## config.mk

```make
export PLATFORM = sky130hd
export DESIGN_NAME = uvs_readout
export DESIGN_NICKNAME = d
export VERILOG_FILES = /design/src/design/uvs_readout.v
export VERILOG_INCLUDE_DIRS = /design/src /design/src/design
export SDC_FILE = /design/constraint.sdc
export NUM_CORES = 1
export LEC_CHECK = 0
export ABC_AREA = 1
export BUFFER_PORTS_ARGS = -buffer_cell sky130_fd_sc_hd__buf_4
export CAP_MARGIN = 15
export CELL_PAD_IN_SITES_DETAIL_PLACEMENT = 1
export CELL_PAD_IN_SITES_GLOBAL_PLACEMENT = 2
export CORE_ASPECT_RATIO = 0.75
export CORE_MARGIN = 4
export CORE_UTILIZATION = 37
export CTS_CLUSTER_SIZE = 30
export DETAILED_ROUTE_END_ITERATION = 12
export PLACE_DENSITY = 0.91
export SYNTH_ARGS = -nofsm -noshare
export SYNTH_HDL_FRONTEND = slang
export SYNTH_SLANG_ARGS = --single-unit
export TNS_END_PERCENT = 1
```

## constraint.sdc

```tcl
create_clock -name i_clock -period 5.1 [get_ports i_clock]
set_input_delay 0.51 -clock i_clock [delete_from_list [all_inputs] [get_ports i_clock]]
set_output_delay 0.51 -clock i_clock [all_outputs]
set_load 0.02 [all_outputs]
```

## src/design/uvs_map.vh

```
// Constants for the ultraviolet sensor command and readout block.
`ifndef UVS_MAP_VH
`define UVS_MAP_VH
// Seven-bit bus addresses.
`define UVS_ADDR_CMD 7'h38
`define UVS_ADDR_LSB 7'h38
`define UVS_ADDR_MSB 7'h39
`define UVS_ADDR_ARA 7'h0C
// Byte returned to an alert response read: own address, low bit zero.
`define UVS_ARA_REPLY 8'h70
// Command byte field positions.
`define UVS_BIT_ALERT_EN 5
`define UVS_BIT_LEVEL 4
`define UVS_BIT_MULT_HI 3
`define UVS_BIT_MULT_LO 2
`define UVS_BIT_SHUTDOWN 0
// Command reset value: refresh 1T, reserved one set, alert off.
`define UVS_CMD_RESET 8'h06
// Alert thresholds in counts.
`define UVS_THRESH_LOW 16'h0066
`define UVS_THRESH_HIGH 16'h0091
// Base period 1T in microseconds and clock rate in MHz.
`define UVS_T1_PERIOD_US 125000
`define UVS_CLOCK_MHZ 100
// Half of 1T in clock cycles.
`define UVS_HALF_T_CYCLES (`UVS_T1_PERIOD_US * `UVS_CLOCK_MHZ / 2)
`endif

```

## src/design/uvs_readout.v

```verilog
// I2C slave with command register, result readout and alert for the sensor.
`timescale 1ns/100ps
`include "uvs_map.vh"

module uvs_readout #(
   parameter HALF_T_CYCLES = `UVS_HALF_T_CYCLES
) (
   // Clock and reset.
   input wire i_clock,
   input wire i_sys_rst,
   // Bus pins, open drain; the enable pulls the line low.
   input wire i_scl,
   input wire i_sda,
   output reg o_sda_out,
   output reg o_sda_oe,
   // Alert pin, open drain, low when asserted.
   output reg o_alert_out,
   output reg o_alert_oe,
   // Measurement front end on the same clock.
   input wire [15:0] i_uv_sample,
   output reg o_sample_take,
   output reg o_shutdown
);

   // Bus states.
   localparam ST_IDLE = 3'h0;
   localparam ST_ADDR = 3'h1;
   localparam ST_AACK = 3'h2;
   localparam ST_WDATA = 3'h3;
   localparam ST_WACK = 3'h4;
   localparam ST_RDATA = 3'h5;
   localparam ST_RACK = 3'h6;
   localparam ST_WAIT = 3'h7;
   // Sources for a read byte.
   localparam SRC_LSB = 2'h0;
   localparam SRC_MSB = 2'h1;
   localparam SRC_ARA = 2'h2;
   localparam [23:0] HALF_T = HALF_T_CYCLES[23:0];

   // Two-stage synchronisers plus a third stage for edge finding.
   reg scl_s1_r, scl_s2_r, scl_prev_r;
   reg sda_s1_r, sda_s2_r, sda_prev_r;
   // Bus engine state.
   reg [2:0] state_r;
   reg [3:0] bit_cnt_r;
   reg [7:0] shift_r;
   reg [7:0] tx_r;
   reg [1:0] src_r;
   reg read_r;
   // Settings, result, alert.
   reg [7:0] cmd_r;
   reg [15:0] result_r;
   reg [7:0] lsb_hold_r;
   reg alert_r;
   // Refresh timer: half-T cycle counter and half-T unit counter.
   reg [23:0] half_cnt_r;
   reg [3:0] unit_cnt_r;

   wire scl_rise = scl_s2_r & ~scl_prev_r;
   wire scl_fall = ~scl_s2_r & scl_prev_r;
   // A data change while the clock is high marks start or stop.
   wire start_det = scl_s2_r & scl_prev_r & sda_prev_r & ~sda_s2_r;
   wire stop_det = scl_s2_r & scl_prev_r & ~sda_prev_r & sda_s2_r;
   wire [6:0] addr7 = shift_r[7:1];
   wire rw_bit = shift_r[0];
   wire alert_en = cmd_r[`UVS_BIT_ALERT_EN];
   wire shutdown = cmd_r[`UVS_BIT_SHUTDOWN];
   wire [1:0] mult = cmd_r[`UVS_BIT_MULT_HI:`UVS_BIT_MULT_LO];
   // Threshold select from the level bit.
   wire [15:0] thresh = cmd_r[`UVS_BIT_LEVEL] ? `UVS_THRESH_HIGH :
                        `UVS_THRESH_LOW;
   // Half-T units per refresh: 1, 2, 4 or 8.
   wire [3:0] units = 4'h1 << mult;
   wire half_done = (half_cnt_r == HALF_T - 24'h000001);
   // Shortening the field mid period ends it at the next half-T boundary instead of wrapping.
   wire period_done = half_done & (unit_cnt_r >= units - 4'h1);
   // Clearing by an alert response byte fully sent.
   wire ara_clear = (state_r == ST_RACK) & scl_rise & (src_r == SRC_ARA);
   // New alert event from a fresh sample above the threshold.
   wire alert_set = period_done & ~shutdown & alert_en &
                    (i_uv_sample > thresh);

   // Synchronise the bus pins; only the second and third stages feed logic.
   always @(posedge i_clock) begin
      if (i_sys_rst) begin
         scl_s1_r <= 1'b1;
         scl_s2_r <= 1'b1;
         scl_prev_r <= 1'b1;
         sda_s1_r <= 1'b1;
         sda_s2_r <= 1'b1;
         sda_prev_r <= 1'b1;
      end else begin
         scl_s1_r <= i_scl;
         scl_s2_r <= scl_s1_r;
         scl_prev_r <= scl_s2_r;
         sda_s1_r <= i_sda;
         sda_s2_r <= sda_s1_r;
         sda_prev_r <= sda_s2_r;
      end
   end

   // Refresh timer; held cleared during shutdown so a wake restarts
   // a full period rather than sampling early.
   always @(posedge i_clock) begin
      if (i_sys_rst || shutdown) begin
         half_cnt_r <= 24'h000000;
         unit_cnt_r <= 4'h0;
      end else if (half_done) begin
         half_cnt_r <= 24'h000000;
         unit_cnt_r <= period_done ? 4'h0 : unit_cnt_r + 4'h1;
      end else begin
         half_cnt_r <= half_cnt_r + 24'h000001;
      end
   end

   // Latch a new result at each period end while measuring.
   always @(posedge i_clock) begin
      if (i_sys_rst) begin
         result_r <= 16'h0000;
         o_sample_take <= 1'b0;
      end else begin
         o_sample_take <= period_done & ~shutdown;
         if (period_done && !shutdown) begin
            result_r <= i_uv_sample;
         end
      end
   end

   // Pending alert; a new event wins over a clear in the same cycle.
   always @(posedge i_clock) begin
      if (i_sys_rst) begin
         alert_r <= 1'b0;
      end else if (alert_set) begin
         alert_r <= 1'b1;
      end else if (ara_clear) begin
         alert_r <= 1'b0;
      end
   end

   // Pin outputs; a disabled alert is never driven.
   always @(posedge i_clock) begin
      if (i_sys_rst) begin
         o_alert_out <= 1'b0;
         o_alert_oe <= 1'b0;
         o_sda_out <= 1'b0;
         o_shutdown <= 1'b0;
      end else begin
         o_alert_out <= 1'b0;
         o_alert_oe <= alert_r & alert_en;
         o_sda_out <= 1'b0;
         o_shutdown <= shutdown;
      end
   end

   // Bus engine: sample on the rising clock, drive on the falling clock.
   always @(posedge i_clock) begin
      if (i_sys_rst) begin
         state_r <= ST_IDLE;
         bit_cnt_r <= 4'h0;
         shift_r <= 8'h00;
         tx_r <= 8'h00;
         src_r <= SRC_LSB;
         read_r <= 1'b0;
         o_sda_oe <= 1'b0;
         cmd_r <= `UVS_CMD_RESET;
         lsb_hold_r <= 8'h00;
      end else if (start_det) begin
         // A start, repeated or not, always begins a new address.
         state_r <= ST_ADDR;
         bit_cnt_r <= 4'h0;
         o_sda_oe <= 1'b0;
      end else if (stop_det) begin
         state_r <= ST_IDLE;
         o_sda_oe <= 1'b0;
      end else begin
         case (state_r)
            ST_ADDR: begin
               if (scl_rise) begin
                  shift_r <= {shift_r[6:0], sda_s2_r};
                  bit_cnt_r <= bit_cnt_r + 4'h1;
               end else if (scl_fall && bit_cnt_r == 4'h8) begin
                  read_r <= rw_bit;
                  if (!rw_bit && addr7 == `UVS_ADDR_CMD) begin
                     state_r <= ST_AACK;
                     o_sda_oe <= 1'b1;
                  end else if (rw_bit && addr7 == `UVS_ADDR_MSB) begin
                     src_r <= SRC_MSB;
                     state_r <= ST_AACK;
                     o_sda_oe <= 1'b1;
                  end else if (rw_bit && addr7 == `UVS_ADDR_LSB) begin
                     src_r <= SRC_LSB;
                     state_r <= ST_AACK;
                     o_sda_oe <= 1'b1;
                  end else if (rw_bit && addr7 == `UVS_ADDR_ARA &&
                               alert_r) begin
                     // Only a device with a pending alert answers.
                     src_r <= SRC_ARA;
                     state_r <= ST_AACK;
                     o_sda_oe <= 1'b1;
                  end else begin
                     state_r <= ST_WAIT;
                  end
               end
            end
            ST_AACK: begin
               if (scl_fall) begin
                  bit_cnt_r <= 4'h1;
                  if (read_r) begin
                     state_r <= ST_RDATA;
                     case (src_r)
                        SRC_MSB: begin
                           // Freeze the low byte so the pair stays whole.
                           tx_r <= result_r[15:8];
                           o_sda_oe <= ~result_r[15];
                           lsb_hold_r <= result_r[7:0];
                        end
                        SRC_ARA: begin
                           tx_r <= `UVS_ARA_REPLY;
                           o_sda_oe <= (`UVS_ARA_REPLY < 8'h80);
                        end
                        default: begin
                           tx_r <= lsb_hold_r;
                           o_sda_oe <= ~lsb_hold_r[7];
                        end
                     endcase
                  end else begin
                     state_r <= ST_WDATA;
                     bit_cnt_r <= 4'h0;
                     o_sda_oe <= 1'b0;
                  end
               end
            end
            ST_WDATA: begin
               if (scl_rise) begin
                  shift_r <= {shift_r[6:0], sda_s2_r};
                  bit_cnt_r <= bit_cnt_r + 4'h1;
               end else if (scl_fall && bit_cnt_r == 4'h8) begin
                  cmd_r <= shift_r;
                  state_r <= ST_WACK;
                  o_sda_oe <= 1'b1;
               end
            end
            ST_WACK: begin
               // One byte per write; later bytes are not acknowledged.
               if (scl_fall) begin
                  o_sda_oe <= 1'b0;
                  state_r <= ST_WAIT;
               end
            end
            ST_RDATA: begin
               if (scl_fall) begin
                  if (bit_cnt_r == 4'h8) begin
                     o_sda_oe <= 1'b0;
                     state_r <= ST_RACK;
                  end else begin
                     tx_r <= {tx_r[6:0], 1'b0};
                     o_sda_oe <= ~tx_r[6];
                     bit_cnt_r <= bit_cnt_r + 4'h1;
                  end
               end
            end
            ST_RACK: begin
               // Host acknowledge bit; either way the byte is final.
               if (scl_rise) begin
                  state_r <= ST_WAIT;
               end
            end
            ST_WAIT: begin
               o_sda_oe <= 1'b0;
            end
            default: begin
               state_r <= ST_IDLE;
               o_sda_oe <= 1'b0;
            end
         endcase
      end
   end

endmodule // uvs_readout

```

Word-level counts from Yosys, hierarchy flattened
Cells that the tools add are included.
{"block": "classes", "reduce_logical": 28, "bitwise_logic": 28, "n_shift": 1, "n_mux": 51, "n_lt_le_gt_ge": 2, "eq_ne": 37, "addsub": 4}
{"operator": "3-bit two-way mux", "count": 14}
{"operator": "4-bit != test, second input constant", "count": 9}
{"operator": "7-bit two-way mux", "count": 4}
{"operator": "7-bit one-hot mux with 2 select lines", "count": 2}
{"operator": "24-bit by 1-bit adder with 24-bit output, second input constant", "count": 1}
{"operator": "24-bit by 23-bit equality test with 1-bit output, second input constant", "count": 1}
{"operator": "2-bit != test, second input constant", "count": 11}
{"operator": "3-bit one-hot mux with 7 select lines", "count": 1}
{"operator": "4-bit two-way mux", "count": 5}
{"operator": "10-bit AND reduction", "count": 2}
{"operator": "1-bit two-way mux", "count": 18}
{"operator": "16-bit by 8-bit greater-than comparator with 1-bit output", "count": 1}
{"operator": "1-bit bitwise AND", "count": 14}
{"operator": "7-bit by 6-bit equality test with 1-bit output, second input constant", "count": 2}
{"operator": "1-bit NOT", "count": 14}
{"operator": "7-bit AND reduction", "count": 2}
{"operator": "3-bit equality test, second input constant", "count": 4}
{"operator": "4-bit one-hot mux with 3 select lines", "count": 1}
{"operator": "6-bit AND reduction", "count": 2}
{"operator": "5-bit AND reduction", "count": 2}
{"operator": "9-bit AND reduction", "count": 1}
{"operator": "4-bit by 1-bit adder with 4-bit output, second input constant", "count": 2}
{"operator": "8-bit two-way mux", "count": 1}
{"operator": "7-bit by 4-bit equality test with 1-bit output, second input constant", "count": 1}
{"operator": "other kinds (22)", "count": 36}
{"block": "word_totals", "out_inout_bits": 6, "ff_bits": 94, "word_cells": 174}

Depth between registers and ports, before layout
{"block": "logic_depth", "ltp_word": 12, "ltp_mapped": 12, "mapped_depth_nobuf": 12}

Least setup slack after synthesis
No wires, ideal clock.
{"block": "synth_path", "path_kind": "register to register", "from": "reg half_cnt_r[0]", "to": "reg result_r[0]", "setup_slack_ns": 3.477, "period_less_slack_ns": 1.623, "path_stages_with_launch": 12, "setup_time_ns": 0.113, "path_buffers": 1, "t_arrival_ns": 1.510, "cell_sequence": "dfxtp_1 ha_1 nand2_2 nor2_4 inv_2 nor2_4 nand2_2 nor2_4 nand3_4 buf_2 nor2_1 nor2_1"}
{"block": "synth_between", "elab_chain_len": 3}
{"element": "start, declared", "line_no": "uvs_readout.v:56", "source": "reg [23:0] half_cnt_r;"}
{"element": "start signal, assigned", "line_no": "uvs_readout.v:112", "source": "half_cnt_r <= half_cnt_r + 24'h000001;"}
{"element": "24-bit by 23-bit equality test with 1-bit output", "line_no": "uvs_readout.v:74", "source": "wire half_done = (half_cnt_r == HALF_T - 24'h000001);"}
{"element": "1-bit bitwise AND", "line_no": "uvs_readout.v:76", "source": "wire period_done = half_done & (unit_cnt_r >= units - 4'h1);"}
{"element": "1-bit logical AND", "line_no": "uvs_readout.v:123", "source": "if (period_done && !shutdown) begin"}
{"element": "end signal, assigned", "line_no": "uvs_readout.v:124", "source": "result_r <= i_uv_sample;"}
{"element": "end, declared", "line_no": "uvs_readout.v:52", "source": "reg [15:0] result_r;"}
Every way passes these cells.
A chain may end at the register's enable or synchronous reset.

Worst setup path after layout
{"block": "layout_path", "from": "reg half_cnt_r[0]", "to": "reg half_cnt_r[2]"}
{"block": "layout_between", "elab_chain_len": 2, "elab_cells_between_ends": 3, "cone_classes": "add/sub (1); eq/ne (1); reduce/logical (1)"}
{"element": "parallel branches: the longest is 2 deep, another holds 24-bit by 1-bit adder with 24-bit output"}
Parallel ways; which one is timed is not known.

==> results.py <==
metrics = {
    "run_status": {
        "status": "finished clean",
    },
    "hold_path": {
        "hold_path_depth": 2,
        "hold_path.class": "input port to register",
        "holdPathEnd": "scl_s1_r",
        "hold_path.startpoint": "i_scl",
    },
    "synth": {
        "yosys.area.top_type_share": 0.387,
        "yosys_warnings": 0,
        "yosysSeqAreaShare": 0.387,
        "synth_edf_count": 0,
        "synth-seq-cells": 93,
        "netlist_area_sq_mm": 0.00481,
        "yosys-top-cells-area": "dfxtp_1 39%, nand2_1 13%, nor2_1 11%, inv_1 7.0%, a21oi_1 5.9%",
        "synthTopCellsByCount": "163 x nand2_1, 135 x nor2_1, 93 x dfxtp_1",
        "yosys.area.top_type": "dfxtp_1",
        "synth_cell_types": 35,
        "avgSynthCellArea_sq_um": 6.63,
        "yosysMostFrequentCell": "nand2_1",
        "synth_ff_type": "dfxtp_1",
        "async_flop_share": 0,
        "syn_inst": 726,
    },
    "drt": {
        "detail-route-antenna-nets": 0,
        "routed_via_density": 4.95,
        "drc_errors": 0,
        "drt_iter0_markers": 321,
        "wire_per_inst_um": 14.2,
        "vias": 4531,
        "wirelength_um": 13000,
        "first_pass_iters": 4,
    },
    "worst_setup_path": {
        "crit_type": "register to register",
        "crit_path_max_fanout": 20,
        "worstSetupStartpointType": "register",
        "arrival_ns": 2.39,
        "end_kind": "register",
        "required_ns": 5.30,
        "reg2reg_depth": 10,
        "r2r_slack_ns": 2.91,
        "regToRegStartpoint": "half_cnt_r[0]",
        "r2r_end": "half_cnt_r[2]",
    },
    "power_and_ir_drop": {
        "combPwrFrac": 0.159,
        "clockPowerShare": 0.402,
        "p_leak_nw": 2.28,
        "switchingPower_w": 0.000515,
        "p_int_w": 0.00128,
        "ir_drop_uv": 184,
        "seq_power_share": 0.439,
        "powerDensity_mw_per_mm2": 332,
        "sw_frac_of_total": 0.288,
    },
    "placement": {
        "place_area_sq_mm": 0.00509,
        "dp_hpwl_um": 10100,
        "numPortBuffers": 23,
        "gp_congestion": 0.868,
    },
    "timing": {
        "post-route-min-period_ns": 2.19,
        "max_freq_mhz": 457,
        "hold_ws_ns": 0.351,
        "setup_tns_ns": 0,
        "drv_slew": 0,
        "setup_viol": 0,
        "hold_violations": 0,
        "worstMarginPinSlew_ns": 0.689,
        "period_share": 0.430,
        "rsz0062_at_grt": "no",
        "skew_ns": 0.00457,
        "slew_headroom": 0.540,
    },
    "clock_tree": {
        "cts_resized": 0,
        "h-tree-depth": 3,
        "root_buffer": "clkbuf_16",
        "clkSlewWorstSetupHoldPaths_ns": 0.07,
        "numCtsBuffers": 9,
        "cts_tree": "yes",
        "cts.path.max_buffers": 2,
        "clock_latency_ns": 0.34,
        "cts_setup_buffers": 0,
        "clock-sinks": 93,
        "hold_buffers": 0,
    },
    "finish": {
        "fill_cells": 1639,
        "synthToLayoutAreaGrowth_pct": 12.4,
        "final_net_count": 781,
        "design_area_sq_mm": 0.00541,
        "antenna_cells": 0,
        "drive_above_1_share": 0.0761,
        "utilization": 0.433,
    },
    "global_route": {
        "grt_pass1_wl_um": 22500,
        "first_global_vias": 4594,
        "grt_antenna_before_repair": 0,
        "grt_max_degree": 46,
        "grt_overflow": 0,
        "grtUsageTotal": 0.183,
    },
    "floorplanning": {
        "ios": 26,
        "num_rows": 35,
        "initial_core_util": 0.385,
        "dieArea_sq_mm": 0.0149,
        "die_x_um": 140,
        "die_h_um": 107,
        "core_area_sq_mm": 0.0125,
    },
    "flow_run": {
        "cap_violations": 0,
    },
}
[metal layers]
layer  part of all wire  wire, um  vias to the layer above  global-route usage
li1                   -         -                     2331                   -
met1               0.52      6810                     2106               0.269
met2               0.41      5310                       82               0.268
met3              0.060       782                       12              0.0486
met4              0.010       133                        0              0.0394
met5                  0         0                        -                   0
[through the flow]
step	std cells	setup WS, ns	power, W
2_1_floorplan	727	3.48	0.000999
3_3_place_gp	899	2.99	0.00107
3_5_place_dp	899	2.88	0.00108
4_1_cts	915	2.85	0.00181
5_1_grt	915	2.61	0.00189
6_report	915	2.91	0.00179
[layout by cell type (no fill, tap or decap), types with 11 or more instances in the layout]
cell type	synthesis	final
a21oi_1	57	57
buf_4	6	24
dfxtp_1	93	93
ha_1	17	17
inv_1	90	90
nand2_1	163	163
nand3_1	40	40
nor2_1	135	135
nor3_1	11	11
o21ai_0	52	52
[cell families (layout without fill, tap and decap cells)]
kind of cell               count (synthesis)  in the layout  synth area share
and+or+nand+nor                          380            380             0.333
AOI/OAI and AO/OA                        116            116             0.124
buffers and inverters                    110            132            0.0954
DFF                                       93             93             0.387
adders and majority gates                 17             17            0.0442
xor gates and xnor gates                   8              8            0.0146
other                                      2              3           0.00156
[power groups by stage]
| stage | clock network (W) | logic, W | registers (W) |
|---|---|---|---|
| global route | 0.000767 | 0.000331 | 0.000791 |
| global placement | 0 | 0.000271 | 0.000800 |
| CTS | 0.000738 | 0.000284 | 0.000786 |
| finish | 0.000721 | 0.000285 | 0.000787 |
| detailed placement | 0 | 0.000283 | 0.000802 |
| floorplan | 0 | 0.000209 | 0.000790 |
[state kept, by name, summed over array words and instances (netlist names), 2 cells and up]
register and cells:
half_cnt_r 24, result_r 16, lsb_hold_r 8, shift_r 8
tx_r 7, cmd_r 5, bit_cnt_r 4, unit_cnt_r 4
state_r 3, src_r 2
[worst max path at each step]
stage / startpoint / to / slack, ns / cells past startpoint
floorplan: half_cnt_r[0] / result_r[0] / 3.48 / 11
global placement: half_cnt_r[0] / half_cnt_r[15] / 2.99 / 10
detailed placement: half_cnt_r[0] / half_cnt_r[15] / 2.88 / 10
CTS: half_cnt_r[0] / half_cnt_r[15] / 2.85 / 10
global route: half_cnt_r[0] / half_cnt_r[16] / 2.61 / 10
finish: half_cnt_r[0] / half_cnt_r[2] / 2.91 / 10
[layout make-up]
class                      instances  area, sq um  area share
timing repair buffer              24          180      0.0333
multi-input combinational        524         2490       0.461
sequential                        93         1860       0.344
tap                              166          208      0.0384
clock inverter                     6         87.6      0.0162
inverter                          92          345      0.0639
clock buffer                      10          229      0.0424
[worst max-delay path, cell delays in order, from the launching register on]
cell     delay, ns
dfxtp_1       0.36
ha_1          0.27
nand2_2       0.11
nor2_4        0.12
inv_2         0.07
nor2_4        0.11
nand2_2       0.08
nor2_4        0.17
nor2_1        0.14
inv_1         0.53
nor3_1        0.10
Power figures use the tool's default switching activity.
